## config.mk

```make
export PLATFORM = sky130hd
export DESIGN_NAME = cdr_phase_detector
export DESIGN_NICKNAME = d
export VERILOG_FILES = /design/src/hw/cdr_pkg.sv /design/src/hw/cdr_phase_detector.sv
export SDC_FILE = /design/constraint.sdc
export NUM_CORES = 1
export LEC_CHECK = 0
export BUFFER_PORTS_ARGS = -buffer_cell sky130_fd_sc_hd__buf_2
export CAP_MARGIN = 20
export CORE_MARGIN = 4
export CORE_UTILIZATION = 55
export DETAILED_ROUTE_END_ITERATION = 10
export PLACE_DENSITY_LB_ADDON = 0.3
export SYNTH_ARGS = -nofsm -noshare
export SYNTH_HDL_FRONTEND = slang
export SYNTH_SLANG_ARGS = --single-unit
export TNS_END_PERCENT = 50
```

## constraint.sdc

```tcl
create_clock -name core_clk -period 8.7 [get_ports core_clk]
set_clock_uncertainty 0.15 [all_clocks]
set_input_delay 1.74 -clock core_clk [delete_from_list [all_inputs] [get_ports core_clk]]
set_output_delay 1.74 -clock core_clk [all_outputs]
set_load 0.01 [all_outputs]
```

## src/hw/cdr_pkg.sv

```systemverilog
// ----------------------------------------------------------------------------
// constants and types for the phase detection core
// ----------------------------------------------------------------------------
package cdr_pkg;

  // clock and timing
  localparam int CLK_PERIOD_NS = 8;
  localparam int LOCK_WINDOW_NS = 40;
  // longest tolerated pulse, rounded down, never below one cycle
  localparam int LOCK_WINDOW_CYC = (LOCK_WINDOW_NS / CLK_PERIOD_NS) < 1 ? 1 :
                                   (LOCK_WINDOW_NS / CLK_PERIOD_NS);
  localparam logic [3:0] PULSE_MAX = 4'hF;
  localparam logic [4:0] LOCK_COUNT = 5'h10;

  // delay line geometry
  localparam int TAPS = 8;
  localparam int CENTER_TAP = 4;
  localparam logic [3:0] CENTER_EDGE = 4'h3;
  localparam int ERR_W = 4;

  // reset values
  localparam logic [TAPS-1:0] CHAIN_RST = 8'h00;
  localparam logic [ERR_W-1:0] ERR_RST = 4'h0;
  localparam logic [4:0] LOCK_RST = 5'h00;
  localparam logic [3:0] PULSE_RST = 4'h0;

  // three-state detector states; CLEAR is the one-cycle both-high state
  typedef enum logic [1:0] {
    PFD_IDLE,
    PFD_BEHIND,
    PFD_AHEAD,
    PFD_CLEAR
  } pfd_state_t;

endpackage

```

## src/hw/cdr_phase_detector.sv

```systemverilog
// Summary of operation
// detector leaves reset idle with both steering outputs low
// reference rising edge in idle raises osc_behind, entering lag state
// oscillator edge while behind raises both briefly, then both clear to idle
// only rising edges of either clock move the detector
// osc_behind when oscillator slower, osc_ahead when faster or leading
// serial data runs through a tapped chain, every tap sampled by oscillator
// chain delay exceeds one oscillator period, not beyond two
// each sampled tap passes two oscillator-timed register stages before use
// steering drives data transitions toward the middle tap
// neighbouring taps compared; all equal means no transition this period
// update enable from comparisons; phase error otherwise holds
// more than one transition in a sample period is flagged
// up to two transitions handled, exactly one selected
// with two, choose by last phase or oscillator frequency direction
// source sends coded data, at most five bit times without transition
// data-based recovery starts only after lock to reference
// source data is single rate, one level change per bit at most
// retimed serial data provided alongside phase error
// phase error is signed tap distance of chosen transition from centre
// retimed bit taken from centre tap on opposite oscillator edge
// both-high clear lasts one cycle, idle then ready for next edge
`timescale 1ns/1ps

module cdr_phase_detector (
  // clock and reset
  input wire logic core_clk,
  input wire logic reset_n,
  // reference and oscillator clocks, sampled as levels
  input wire logic ref_osc_in,
  input wire logic controlled_osc_clock,
  // coded serial data
  input wire logic serial_in,
  // frequency steering
  output logic osc_behind,
  output logic osc_ahead,
  output logic locked,
  // data side results
  output logic signed [cdr_pkg::ERR_W-1:0] phase_error,
  output logic err_update,
  output logic multi_trans,
  output logic retimed_data
);

  // --------------------------------------------------------------------------
  // helper functions
  // --------------------------------------------------------------------------

  // number of transitions among neighbouring taps
  function automatic logic [2:0] count_edges(input logic [cdr_pkg::TAPS-2:0] e);
    logic [2:0] n;
    n = 3'h0;
    for (int i = 0; i < cdr_pkg::TAPS - 1; i++) begin
      n = n + {2'h0, e[i]};
    end
    return n;
  endfunction

  // lowest transition index
  function automatic logic [2:0] first_edge(input logic [cdr_pkg::TAPS-2:0] e);
    logic [2:0] p;
    p = 3'h0;
    for (int i = cdr_pkg::TAPS - 2; i >= 0; i--) begin
      if (e[i]) begin
        p = 3'(i);
      end
    end
    return p;
  endfunction

  // highest transition index
  function automatic logic [2:0] last_edge(input logic [cdr_pkg::TAPS-2:0] e);
    logic [2:0] p;
    p = 3'h0;
    for (int i = 0; i < cdr_pkg::TAPS - 1; i++) begin
      if (e[i]) begin
        p = 3'(i);
      end
    end
    return p;
  endfunction

  // --------------------------------------------------------------------------
  // edge detection and three-state detector
  // --------------------------------------------------------------------------
  logic ref_d, osc_d, ref_rise, osc_rise, osc_fall;
  logic freq_fast, next_freq_fast;
  logic next_behind, next_ahead;
  cdr_pkg::pfd_state_t pfd_state, next_pfd_state;

  // level is ignored, only the low-to-high step counts
  assign ref_rise = ref_osc_in & ~ref_d;
  assign osc_rise = controlled_osc_clock & ~osc_d;
  assign osc_fall = ~controlled_osc_clock & osc_d;

  // next state; simultaneous edges in idle cancel out
  always_comb begin
    next_pfd_state = pfd_state;
    next_freq_fast = freq_fast;
    case (pfd_state)
      cdr_pkg::PFD_IDLE: begin
        if (ref_rise && !osc_rise) begin
          next_pfd_state = cdr_pkg::PFD_BEHIND;
          next_freq_fast = 1'b0;
        end else if (osc_rise && !ref_rise) begin
          next_pfd_state = cdr_pkg::PFD_AHEAD;
          next_freq_fast = 1'b1;
        end
      end
      cdr_pkg::PFD_BEHIND: begin
        if (osc_rise) begin
          next_pfd_state = cdr_pkg::PFD_CLEAR;
        end
      end
      cdr_pkg::PFD_AHEAD: begin
        if (ref_rise) begin
          next_pfd_state = cdr_pkg::PFD_CLEAR;
        end
      end
      cdr_pkg::PFD_CLEAR: begin
        // edges here are lost; one cycle is the price of a clocked reset
        next_pfd_state = cdr_pkg::PFD_IDLE;
      end
      default: begin
        next_pfd_state = cdr_pkg::PFD_IDLE;
      end
    endcase
    next_behind = (next_pfd_state == cdr_pkg::PFD_BEHIND) ||
                  (next_pfd_state == cdr_pkg::PFD_CLEAR);
    next_ahead = (next_pfd_state == cdr_pkg::PFD_AHEAD) ||
                 (next_pfd_state == cdr_pkg::PFD_CLEAR);
  end

  // registered detector outputs, idle after reset
  always_ff @(posedge core_clk or negedge reset_n) begin
    if (!reset_n) begin
      ref_d <= 1'b0;
      osc_d <= 1'b0;
      pfd_state <= cdr_pkg::PFD_IDLE;
      osc_behind <= 1'b0;
      osc_ahead <= 1'b0;
      freq_fast <= 1'b0;
    end else begin
      ref_d <= ref_osc_in;
      osc_d <= controlled_osc_clock;
      pfd_state <= next_pfd_state;
      osc_behind <= next_behind;
      osc_ahead <= next_ahead;
      freq_fast <= next_freq_fast;
    end
  end

  // --------------------------------------------------------------------------
  // lock detection
  // --------------------------------------------------------------------------
  logic [3:0] pulse_len, next_pulse_len;
  logic [4:0] lock_cnt, next_lock_cnt;
  logic next_locked;

  // a comparison is tight when its steering pulse stayed short
  always_comb begin
    next_pulse_len = pulse_len;
    next_lock_cnt = lock_cnt;
    if (pfd_state == cdr_pkg::PFD_BEHIND || pfd_state == cdr_pkg::PFD_AHEAD) begin
      if (pulse_len != cdr_pkg::PULSE_MAX) begin
        next_pulse_len = pulse_len + 4'h1;
      end
    end else begin
      next_pulse_len = cdr_pkg::PULSE_RST;
    end
    if (next_pfd_state == cdr_pkg::PFD_CLEAR) begin
      if (pulse_len <= 4'(cdr_pkg::LOCK_WINDOW_CYC)) begin
        if (lock_cnt != cdr_pkg::LOCK_COUNT) begin
          next_lock_cnt = lock_cnt + 5'h01;
        end
      end else begin
        next_lock_cnt = cdr_pkg::LOCK_RST;
      end
    end
    next_locked = (next_lock_cnt == cdr_pkg::LOCK_COUNT);
  end

  always_ff @(posedge core_clk or negedge reset_n) begin
    if (!reset_n) begin
      pulse_len <= cdr_pkg::PULSE_RST;
      lock_cnt <= cdr_pkg::LOCK_RST;
      locked <= 1'b0;
    end else begin
      pulse_len <= next_pulse_len;
      lock_cnt <= next_lock_cnt;
      locked <= next_locked;
    end
  end

  // --------------------------------------------------------------------------
  // tapped delay line and sampling
  // --------------------------------------------------------------------------
  logic [cdr_pkg::TAPS-1:0] chain, next_chain;
  logic [cdr_pkg::TAPS-1:0] samp1, next_samp1, samp2, next_samp2;
  logic samp_new, next_retimed;

  // chain length must span one to two oscillator periods of core cycles
  always_comb begin
    next_chain = {chain[cdr_pkg::TAPS-2:0], serial_in};
    next_samp1 = samp1;
    next_samp2 = samp2;
    next_retimed = retimed_data;
    if (osc_rise) begin
      next_samp1 = chain;
      next_samp2 = samp1;
    end
    if (osc_fall) begin
      next_retimed = chain[cdr_pkg::CENTER_TAP];
    end
  end

  always_ff @(posedge core_clk or negedge reset_n) begin
    if (!reset_n) begin
      chain <= cdr_pkg::CHAIN_RST;
      samp1 <= cdr_pkg::CHAIN_RST;
      samp2 <= cdr_pkg::CHAIN_RST;
      samp_new <= 1'b0;
      retimed_data <= 1'b0;
    end else begin
      chain <= next_chain;
      samp1 <= next_samp1;
      samp2 <= next_samp2;
      samp_new <= osc_rise;
      retimed_data <= next_retimed;
    end
  end

  // --------------------------------------------------------------------------
  // transition filter and phase error
  // --------------------------------------------------------------------------
  logic [cdr_pkg::TAPS-2:0] edges;
  logic [2:0] n_edges, pick;
  logic signed [cdr_pkg::ERR_W-1:0] next_phase_error;
  logic next_err_update, next_multi;

  // neighbour comparison; all equal taps give no transition
  assign edges = samp2[cdr_pkg::TAPS-2:0] ^ samp2[cdr_pkg::TAPS-1:1];
  assign n_edges = count_edges(edges);

  always_comb begin
    pick = first_edge(edges);
    if (n_edges == 3'h2) begin
      // follow the side of the last error, else the frequency direction
      if (phase_error > 4'sh0) begin
        pick = last_edge(edges);
      end else if (phase_error < 4'sh0) begin
        pick = first_edge(edges);
      end else if (freq_fast) begin
        pick = first_edge(edges);
      end else begin
        pick = last_edge(edges);
      end
    end
    next_multi = samp_new && (n_edges > 3'h1);
    next_err_update = samp_new && locked &&
                      (n_edges == 3'h1 || n_edges == 3'h2);
    next_phase_error = phase_error;
    if (next_err_update) begin
      next_phase_error = signed'({1'b0, pick} - cdr_pkg::CENTER_EDGE);
    end
  end

  always_ff @(posedge core_clk or negedge reset_n) begin
    if (!reset_n) begin
      phase_error <= cdr_pkg::ERR_RST;
      err_update <= 1'b0;
      multi_trans <= 1'b0;
    end else begin
      phase_error <= next_phase_error;
      err_update <= next_err_update;
      multi_trans <= next_multi;
    end
  end
endmodule

```

; ---- After elaboration in Yosys (flattened, before gate mapping)
; Cells that the tools add are included.
[classes]
addsub = 9
multipliers = 0
div = 0
magnitude_cmp = 4
eq_ne = 12
shifts = 0
mux = 29
bitwise = 7
reduce_logical = 14
[ops]
columns = op, n
row1 = $mux W3, 16
row2 = $mux W5, 3
row3 = $add A3 B1 Y3, 4
row4 = $eq A2 B2 Y1 const B, 4
row5 = $mux W2, 4
row6 = $mux W4, 2
row7 = $pmux W2 S4, 1
row8 = $xor A7 B7 Y7, 1
row9 = $add A5 B1 Y5 const B, 1
row10 = $eq A5 B5 Y1 const B, 1
row11 = $logic_and A1 B1 Y1, 5
row12 = $ne A5 B5 Y1 const B, 1
row13 = $add A4 B1 Y4 const B, 1
row14 = $eq A2 B1 Y1 const B, 2
row15 = $gt A4 B1 Y1 const B, 1
row16 = $le A4 B3 Y1 const B, 1
row17 = $logic_or A1 B1 Y1, 4
row18 = $lt A4 B1 Y1 const B, 1
row19 = $ne A4 B4 Y1 const B, 1
row20 = $sub A3 B2 Y4 const B, 1
row21 = $add A2 B1 Y3, 1
row22 = $and A1 B1 Y1, 3
row23 = $eq A3 B1 Y1 const B, 1
row24 = $eq A3 B2 Y1 const B, 1
row25 = other kinds (9), 14
[totals]
reg_bits = 49
latchBits = 0
mem_bits_rw = 0
romBits = 0
inputBits = 5
out_inout_bits = 10
wordCells = 92
memories = 0

; ---- Longest topological paths before layout
; Gate-level depths: netlist (run 1).
[logic_depth]
depth_word = 13
ltp_mapped = 15
depth_no_buf = 15

; ---- Worst setup path before layout (run 1)
; No wires, ideal clock.
[synth_path]
path_type = flip-flop to flip-flop
start = register samp2[3] (netlist name)
end = register phase_error[2] (netlist name)
setup_ps = 125
arrival_ps = 3983
required_ps = 8425
path_slack_ps = 4442
stages_incl_launch_ff = 15
path_buffers = 0
synth_period_minus_slack_ps = 4258
cell_sequence = dfrtp_1 -> xor2_1 -> fa_1 -> xor2_1 -> ha_1 -> fa_1 -> inv_1 -> fa_1 -> nor4_2 -> a211oi_1 -> a21oi_1 -> inv_1 -> ha_1 -> xor2_1 -> mux2_2
[synth_between]
elab_chain_cells = 11
elab_cells_between_ends = 24
[synth_rtl]
columns = item, line_no
row1 = "start, declared", cdr_phase_detector.sv:199  ; logic [cdr_pkg::TAPS-1:0] samp1, next_samp1, samp2, next_samp2;
row2 = "start signal, assigned", cdr_phase_detector.sv:221  ; samp2 <= cdr_pkg::CHAIN_RST;
row3 = "start signal, assigned", cdr_phase_detector.sv:227  ; samp2 <= next_samp2;
row4 = $xor A7 B7 Y7 *, cdr_phase_detector.sv:242  ; assign edges = samp2[cdr_pkg::TAPS-2:0] ^ samp2[cdr_pkg::TAPS-1:1];
row5 = "parallel branches: the longest is 10 deep, another holds $sub A3 B2 Y4", n/a
row6 = "end signal, assigned", cdr_phase_detector.sv:270  ; phase_error <= cdr_pkg::ERR_RST;
row7 = "end signal, assigned", cdr_phase_detector.sv:274  ; phase_error <= next_phase_error;
row8 = "end, declared", cdr_phase_detector.sv:39  ; output logic signed [cdr_pkg::ERR_W-1:0] phase_error,
; Mark *: on every way between the ends.
; A chain may end at the register's enable or synchronous reset.

; ---- Final worst setup path (run 1)
; Same ends and word-level chain as after synthesis.

==> impl_metrics.csv, run 1 <==
group,metric,value,unit
status,status,"finished clean",
timing,max_freq,215,MHz
place,place_inst,261,
timing,slew_viol_final,0,
cts,cts-hold-fix-buffers,0,
synthesis,netlist_area,2370,um^2
global_route,grt_pass1_vias,1482,
cts,htreeDepth,2,
global_route,grt_max_degree,49,
die,io_pins,15,
final_layout,final_common_cell,"dfrtp_1",
die,start_util,58.0,%
synthesis,synth-seq-cells,48,
flow_run,drv_cap,0,
die,fp.dieH,73.6,um
routing,dr_total_vias,1453,
cts,cts_tree,"built",
cts,path_clk_slew,0.09,ns
place,dp_hpwl,2.59,mm
timing,worst_pin_slew,0.946,ns
synthesis,avgSynthCellArea,11.8,um^2
global_route,grt_overflow,0,
routing,first_pass_iters,4,
routing,first_iter_violations,94,
timing,holdWs,0.229,ns
routing,wl_per_cell,13.6,um
cts,clock_sinks,48,
global_route,grt_usage,15.9,%
final_layout,seqCellArea,1200,um^2
timing,final_hold_viol_count,0,
cts,ctsResizeCount,0,
final_layout,multi_input_area,1070,um^2
critical_path,cpPeakStageDelay,0.54,ns
die,die_area,5420,um^2
routing,detail-route-antenna-nets,0,
final_layout,antenna_cells,0,
final_layout,fin_cells,270,
synthesis,synthCells,200,
cts,cts_buffer_depth,2,
synthesis,yosysUniqueCellTypes,45,
critical_path,critical_path.top_delay_family,"adder cells",
routing,wirelength,3.68,mm
final_layout,nFillCells,329,
timing,finalCriticalPeriod,4.66,ns
timing,rsz0062_at_grt,"false",
critical_path,crit_type,"reg -> reg",
cts,cts-root-buf,"clkbuf_8",
synthesis,seq_area_frac_synth,50.7,%
cts,postCtsSetupRepairBufs,0,
pwr,max-vdd-ir-drop,0.162,mV
global_route,grt_pass1_wl,6.61,mm
synthesis,ys.flop_type,"dfrtp_1",
critical_path,start_kind,"register",
critical_path,path_cells,"xor2_1 -> fa_1 -> xor2_1 -> ha_1 -> fa_1 -> inv_1 -> fa_1 -> nor4_2 -> a211oi_1 -> a21oi_1 -> inv_1 -> ha_1 -> xor2_1 -> mux2_2",
global_route,grt_antenna_before_repair,0,
final_layout,fin_nets,240,
synthesis,postSynthNetCount,221,
cts,clk-insertion-delay-late,0.30,ns
critical_path,cp_max_fo,5,
final_layout,areaGrowthSynthToFinish,10.4,%
critical_path,worst-path-buf-inv,2,
final_layout,layout-drive-gt1-share,24.1,%
pwr,power.total,1.00,mW
timing,min_period_over_period,53.5,%
critical_path,r2r_slack,4.04,ns
cts,cts_buffers,5,
timing,slew_headroom,36.7,%
synthesis,synth_edf_count,0,
final_layout,final_util,64.0,%
timing,setup_viol,0,
pwr,power_density,384,nW/um^2
routing,drc,0,
critical_path,crit_arrival,4.69,ns
die,core,4090,um^2
critical_path,crit_path_end_kind,"register",
synthesis,yosysWarnings,0,
critical_path,slowest_stage,"fa_1",
place,port_buffers,14,
pwr,p_leak,1.22,nW
die,std_cell_rows,23,
place,finalWeightedCongestion,0.749,
critical_path,required,8.74,ns
synthesis,async_flop_share,100,%
timing,tns,0,ns
final_layout,final_cell_mix,"dfrtp_1 (48), inv_1 (20), mux2_2 (20)",
die,die_w,73.6,um
routing,post_drt_via_cell_ratio,5.38,
worst_hold_path,hold_path.class,"reg -> reg",
cell families (layout without fill, tap and decap cells):
group	after synthesis	count (layout)	share of synthesized area, %
AND/OR/NAND/NOR	45	45	10.6
buffers and inverters	23	43	4.12
multiplexers	21	21	9.93
flip-flops	48	48	50.7
AO/OA/AOI/OAI	35	35	10.8
XOR/XNOR	12	12	4.44
adder cells (fa/ha/maj)	16	16	9.40
report_power, final:
group          switching [mW]  internal, mW  leakage, nW  total, mW
logic                   0.290         0.225        0.585      0.515
registers              0.0479         0.277        0.585      0.325
clock network          0.0765        0.0866       0.0548      0.163
metrics by stage:
step	instance area, um^2	setup WS [ns]
2_1_floorplan	2370	4.44
3_3_place_gp	2480	4.15
3_5_place_dp	2480	4.05
4_1_cts	2590	4.02
5_1_grt	2610	3.74
6_report	2610	4.04
path summary, 6_finish.rpt:
check                                       to  startpoint  depth (start not counted)
worst max-delay path            phase_error[2]    samp2[3]                         14
worst min-delay path                  chain[7]    chain[6]                          0
worst max register to register  phase_error[2]    samp2[3]                         14
worst min register to register        chain[7]    chain[6]                          0
max in group asynchronous         pfd_state[1]     reset_n                          2
min in group asynchronous             samp1[7]     reset_n                          1
synthesized netlist by cell type (2+ instances only):
cell      count  area (um^2)
ha_1         13          163
xnor2_1       4         35.0
nor2_1        9         33.8
o31ai_1       3         22.5
nand2b_1      5         31.3
inv_1        20         75.1
a211oi_1      2         15.0
mux2_2       20          225
o21ai_0       6         30.0
or2_1         2         12.5
xor2_1        8         70.1
fa_1          3         60.1
a21oi_1       9         45.0
dfrtp_1      48         1200
o22ai_1       2         12.5
nand3_1       9         45.0
nand2_1       7         26.3
nor3_1        3         15.0
registers in the layout, indices dropped and copies added (netlist names), 4 cells and up:
name         flops
chain            8
samp1            8
samp2            8
lock_cnt         5
phase_error      4
pulse_len        4
area by class of cell:
cell class | count | area share, %
sequential | 48 | 46.0
clock inverter | 3 | 1.77
multi-input combinational | 129 | 40.9
clock buffer | 5 | 2.63
inverter | 20 | 2.87
tap | 50 | 2.39
timing repair buffer | 15 | 3.45
per-layer routing:
metal / global-route usage [%] / routed length [um]
met1: 21.5 / 1860
met2: 24.7 / 1620
met3: 4.10 / 139
met4: 5.63 / 55
met5: 0 / 0
(Power assumes the default switching activity.)
==> run 2: changes to the inputs <==
CORE_UTILIZATION = 54   (was 55)
clock period = 3.9 ns   (was 8.7 ns; I/O delays follow)
==> run 2 against run 1 <==
Net effect:
- the flow now finishes with violations (setup timing)
- first-iteration DRC count rose by 57%
- maximum frequency rose by 16%
- register-to-register slack got worse by 4.2 ns
- clock power rose by 130%
- utilization rose by 2.2 points
- critical endpoint unchanged
- largest power group unchanged
- highest routed layer unchanged
==> impl_metrics.csv, run 2 (synthesis gave the netlist of run 1 again) <==
group,metric,value,unit
final_layout,final_common_cell,"dfrtp_1",
routing,wirelength,4.11,mm
final_layout,antenna_cells,0,
critical_path,endpoint,"phase_error[2]",
timing,worst_pin_slew,0.544,ns
critical_path,r2r_slack,-0.13,ns
critical_path,reg2reg_to,"phase_error[2]",
global_route,grt_overflow,0,
critical_path,critical_path.top_delay_family,"adder cells",
global_route,grt_usage,16.8,%
critical_path,path_cells,"xor2_2 -> fa_1 -> xor2_1 -> ha_1 -> fa_2 -> inv_2 -> fa_2 -> nor4_4 -> a211oi_1 -> a21oi_1 -> inv_1 -> ha_2 -> xor2_1 -> mux2_2",
critical_path,reg2reg_from,"samp2[3]",
flow_run,drv_cap,0,
routing,detail-route-antenna-nets,0,
die,io_pins,15,
worst_hold_path,hold_path.class,"in -> async",
critical_path,required,3.94,ns
die,die_w,74.2,um
final_layout,areaGrowthSynthToFinish,15.0,%
timing,max_freq,248,MHz
place,finalWeightedCongestion,0.815,
pwr,p_leak,1.27,nW
final_layout,fin_nets,247,
final_layout,final_cell_mix,"dfrtp_1 (47), mux2_2 (20), inv_1 (19)",
cts,cts-root-buf,"clkbuf_8",
critical_path,crit_arrival,4.07,ns
timing,rsz0062_at_grt,"true",
place,dp_hpwl,3.08,mm
place,dpl_cell_area,2550,um^2
cts,path_clk_slew,0.09,ns
routing,first_pass_iters,4,
critical_path,start_kind,"register",
timing,finalCriticalPeriod,4.03,ns
critical_path,cp_max_fo,3,
status,status,"finished with violations",
cts,cts_tree,"built",
die,start_util,57.6,%
critical_path,critPathLaunch,"samp2[3]",
final_layout,top_regs,"chain: 8 flops, samp1: 8 flops, samp2: 8 flops",
critical_path,path_depth,14,
die,die_area,5510,um^2
pwr,max-vdd-ir-drop,0.384,mV
global_route,grt_max_degree,49,
status,violations,"setup timing",
die,std_cell_rows,23,
routing,post_drt_via_cell_ratio,5.65,
cts,cts_buffers,5,
pwr,power.total,2.49,mW
global_route,grt_antenna_before_repair,0,
global_route,grt_pass1_wl,7.09,mm
pwr,power_density,914,nW/um^2
routing,first_iter_violations,148,
timing,slew_viol_final,0,
cts,clk-insertion-delay-late,0.30,ns
critical_path,reg2regPathDepth,14,
critical_path,crit_type,"reg -> reg",
critical_path,slowest_stage,"fa_1",
timing,final_hold_viol_count,0,
final_layout,finalInstanceArea,2720,um^2
cts,htreeDepth,2,
cts,clock_sinks,48,
critical_path,crit_path_end_kind,"register",
critical_path,worst-path-buf-inv,2,
cts,cts_buffer_depth,2,
die,core,4120,um^2
routing,dr_total_vias,1566,
place,port_buffers,14,
timing,min_period_over_period,103,%
final_layout,layout-drive-gt1-share,30.4,%
global_route,grt_pass1_vias,1543,
routing,wl_per_cell,14.8,um
timing,slew_headroom,63.2,%
timing,setup_viol,2,
critical_path,cpPeakStageDelay,0.59,ns
timing,worst_slack,-0.125,ns
die,fp.dieH,74.2,um
routing,drc,0,
run 2: cell types whose count changed in the layout (fill, tap and decap cells not counted), sizes merged:
| cell | delta |
|---|---|
| clkbuf | +2 |
| clkinvlp | -1 |
| inv | -1 |
| buf | +7 |
run 2: per-layer routing:
| layer | vias to the layer above | share of wire [%] | global-route usage, % |
|---|---|---|---|
| met1 | 775 | 42 | 20.9 |
| met4 | 0 | 1.5 | 6.13 |
| met2 | 36 | 51 | 28.4 |
| li1 | 744 | - | - |
| met3 | 11 | 4.8 | 4.46 |
| met5 | - | 0 | 0 |
run 2: how the worst min path moves through the flow:
stage | startpoint | end | slack, ns | depth (start not counted)
2_1_floorplan | chain[0] | chain[1] | 0.20 | 0
3_3_place_gp | chain[5] | chain[6] | 0.20 | 0
3_5_place_dp | chain[0] | chain[1] | 0.22 | 0
4_1_cts | chain[0] | chain[1] | 0.24 | 0
5_1_grt | reset_n | samp1[7] | 0.21 | 1
6_report | reset_n | samp1[7] | 0.20 | 1
run 2: repair_timing:
| action | CTS | global route |
|---|---|---|
| pin swaps | 2 | 0 |
| hold buffers | 0 | 0 |
| gates resized for setup | 2 | 1 |
| endpoints found under the setup margin | 2 | 2 |
| buffers inserted | 1 | 0 |
run 2: stage by stage:
stage	instances	setup TNS, ns	setup slack [ns]	utilization, %	hold slack [ns]
global placement	267	0	0.0183	62.1	0.204
floorplan	200	0	0.00803	-	0.199
detailed placement	267	-0.302	-0.181	62.1	0.218
CTS	276	-0.223	-0.142	65.6	0.237
finish	277	-0.179	-0.125	66.2	0.199
global route	277	-0.638	-0.364	66.2	0.208
run 2: cell type report:
cell class / count / area (um^2)
Fill cell: 291 / 1390
Inverter: 20 / 75.1
Sequential cell: 48 / 1200
Multi-Input combinational cell: 129 / 1110
Timing Repair Buffer: 22 / 143
Clock inverter: 1 / 30.0
Tap cell: 50 / 62.6
Clock buffer: 7 / 96.3
run 2: where the power goes:
group | internal, mW | leakage (nW) | switching [mW]
combinational | 0.619 | 0.623 | 0.756
sequential | 0.619 | 0.584 | 0.112
clock | 0.226 | 0.0645 | 0.157
total | 1.46 | 1.27 | 1.03
==> run 3: changes to the inputs <==
ABC_AREA = 1   (was default)
==> run 3 against run 2 <==
Net effect:
- the flow still finishes with violations (setup timing)
- cell area rose by 2.8%
- total power fell by 17%
- synthesized area fell by 0.11%
- count of clock-buffer cells in the layout did not move
- via count rose by 13%
- flip-flop and latch count did not move
- global-route usage fell by 0.45 points
- routed wire length barely moved
- sequential share of layout area fell by 1.2 points
- worst hold slack got worse by 0.040 ns
==> impl_metrics.csv, run 3 <==
group,metric,value,unit
critical_path,required,3.93,ns
synthesis,postSynthNetCount,292,
place,port_buffers,14,
pwr,seqPwrFrac,33.5,%
global_route,grt_usage,16.4,%
critical_path,r2r_slack,-0.05,ns
final_layout,final_common_cell,"nand2_1",
critical_path,cp_max_fo,5,
status,status,"finished with violations",
place,pre_cts_ws,-0.138,ns
timing,slew_headroom,77.7,%
cts,cts-root-buf,"clkbuf_8",
final_layout,antenna_cells,0,
synthesis,synthCells,271,
synthesis,synth-seq-cells,48,
cts,cts-hold-fix-buffers,0,
place,dp_hpwl,2.82,mm
routing,drc,0,
pwr,p_leak,1.46,nW
die,die_area,5500,um^2
final_layout,final_util,68.1,%
synthesis,yosysTopAreaCellShare,50.8,%
cts,cts_buffer_depth,2,
timing,min_period_over_period,101,%
final_layout,top_regs,"chain: 8 flops, samp1: 8 flops, samp2: 8 flops",
pwr,netSwitchingFraction,38.8,%
timing,worst_pin_slew,0.333,ns
cts,htreeDepth,2,
routing,post_drt_via_cell_ratio,4.99,
critical_path,crit_type,"reg -> reg",
final_layout,fin_cells,354,
global_route,grt_max_degree,49,
timing,worst_slack,-0.0501,ns
die,start_util,57.5,%
synthesis,yosysWarnings,0,
pwr,p_int,1.26,mW
synthesis,yosysUniqueCellTypes,23,
global_route,grt_pass1_wl,6.88,mm
place,finalWeightedCongestion,0.834,
worst_hold_path,hold_path.class,"in -> async",
timing,max_freq,253,MHz
critical_path,reg2reg_from,"samp2[1]",
final_layout,areaGrowthSynthToFinish,18.4,%
timing,holdWs,0.159,ns
critical_path,reg2regPathDepth,20,
routing,dr_total_vias,1766,
routing,wirelength,4.11,mm
place,place_inst,341,
synthesis,async_flop_share,100,%
routing,first_pass_iters,4,
critical_path,start_kind,"register",
global_route,grt_overflow,0,
cts,cts_buffers,5,
die,std_cell_rows,23,
synthesis,yosys.area.top_type,"dfrtp_1",
synthesis,ys.flop_type,"dfrtp_1",
flow_run,drv_cap,0,
routing,wl_per_cell,11.6,um
die,io_pins,15,
critical_path,reg2reg_to,"phase_error[2]",
routing,first_iter_violations,77,
pwr,combPwrFrac,48.0,%
cts,clk-insertion-delay-late,0.29,ns
cts,clock_sinks,48,
timing,slew_viol_final,0,
cts,path_clk_slew,0.08,ns
pwr,power_density,738,nW/um^2
pwr,power.switching,0.803,mW
critical_path,slowest_stage,"fa_1",
synthesis,netlist_area,2370,um^2
die,fp.dieH,74.2,um
final_layout,layout-drive-gt1-share,18.4,%
synthesis,synth_edf_count,0,
timing,rsz0062_at_grt,"true",
global_route,grt_antenna_before_repair,0,
timing,finalCriticalPeriod,3.95,ns
timing,tns,-0.0649,ns
pwr,clockPowerShare,18.5,%
critical_path,crit_arrival,3.98,ns
synthesis,synthTopCellsByCount,"nand2_1 (69), dfrtp_1 (48), inv_1 (43)",
critical_path,crit_path_frequent_cell,"nand2_1",
critical_path,path_cells,"xor2_2 -> fa_1 -> inv_2 -> xor2_1 -> inv_1 -> ha_4 -> fa_2 -> inv_2 -> fa_1 -> nor2_2 -> nand4_1 -> nand2_1 -> inv_1 -> nand2_1 -> nand2_2 -> ha_4 -> nand2_1 -> o21ai_1 -> nand2_1 -> o21ai_0",
critical_path,cpPeakStageDelay,0.55,ns
final_layout,fin_nets,324,
pwr,max-vdd-ir-drop,0.308,mV
die,core,4120,um^2
synthesis,synth_area_leaders,"dfrtp_1 (51%), nand2_1 (11%), ha_1 (6.9%)",
critical_path,crit_path_end_kind,"register",
timing,final_hold_viol_count,0,
synthesis,avgSynthCellArea,8.73,um^2
global_route,grt_pass1_vias,1567,
cts,cts_tree,"built",
die,die_w,74.2,um
status,violations,"setup timing",
final_layout,final_cell_mix,"nand2_1 (67), dfrtp_1 (46), inv_1 (41)",
synthesis,seq_area_frac_synth,50.8,%
routing,detail-route-antenna-nets,0,
timing,setup_viol,2,
synthesis,synth_most_common_cell,"nand2_1",
==> run 3: worst max-delay path by stage <==
stage              from  cells past startpoint  slack, ns              to
3_5_place_dp   samp2[1]                     20      -0.14  phase_error[2]
3_3_place_gp   samp2[1]                     20       0.02  phase_error[2]
6_report       samp2[1]                     20      -0.05  phase_error[2]
5_1_grt        samp2[1]                     20      -0.18  phase_error[2]
2_1_floorplan  samp2[1]                     20       0.04  phase_error[2]
4_1_cts        samp2[1]                     20       0.02  phase_error[2]
==> run 3: cell families after synthesis <==
| family | count (synthesis) | share of synthesized area (%) |
|---|---|---|
| xor gates and xnor gates | 11 | 4.39 |
| buffers and inverters | 48 | 7.67 |
| and+or+nand+nor | 108 | 18.5 |
| AOI/OAI and AO/OA | 40 | 9.25 |
| DFF | 48 | 50.8 |
| adders and majority gates | 16 | 9.41 |
==> run 3: cell type report <==
class	instances	area, um^2
fill	323	1310
sequential	48	1200
multi-input combinational	175	1050
timing repair buffer	28	188
inverter	45	169
clock buffer	7	96.3
tap	50	62.6
clock inverter	1	30.0
==> run 3: critical path, delay by kind of cell (launching register included) <==
kind / cells / cell delay [ns]
fa+ha+maj: 5 / 1.68
simple gates: 7 / 0.79
flops: 1 / 0.48
xor+xnor: 2 / 0.33
buf+inv: 4 / 0.27
compound gates: 2 / 0.13
==> run 3: what timing repair did <==
item | in CTS | in global routing
setup endpoints to repair | 2 | 3
hold endpoints to repair | 0 | 0
resized for setup | 8 | 9
pin swaps | 6 | 13
setup buffers | 1 | 3
==> run 3: metal layers <==
metal	routed length [um]	vias up	track usage (%)
met3	138	6	4.86
li1	-	907	-
met4	48	0	4.83
met5	0	-	0
met2	1960	24	25.7
met1	1960	829	22.2
==> run 3: power by group through the flow <==
stage	registers (mW)	logic, mW	clock network [mW]
4_1_cts	0.688	0.909	0.394
5_1_grt	0.709	1.12	0.418
6_report	0.692	0.993	0.383
3_5_place_dp	0.692	0.852	0
2_1_floorplan	0.689	0.619	0
3_3_place_gp	0.692	0.823	0
==> run 3: metrics by stage <==
| step | instance area [um^2] | total power [mW] |
|---|---|---|
| 6_report | 2800 | 2.07 |
| 2_1_floorplan | 2370 | 1.31 |
| 3_5_place_dp | 2550 | 1.54 |
| 5_1_grt | 2800 | 2.25 |
| 4_1_cts | 2730 | 1.99 |
| 3_3_place_gp | 2550 | 1.51 |
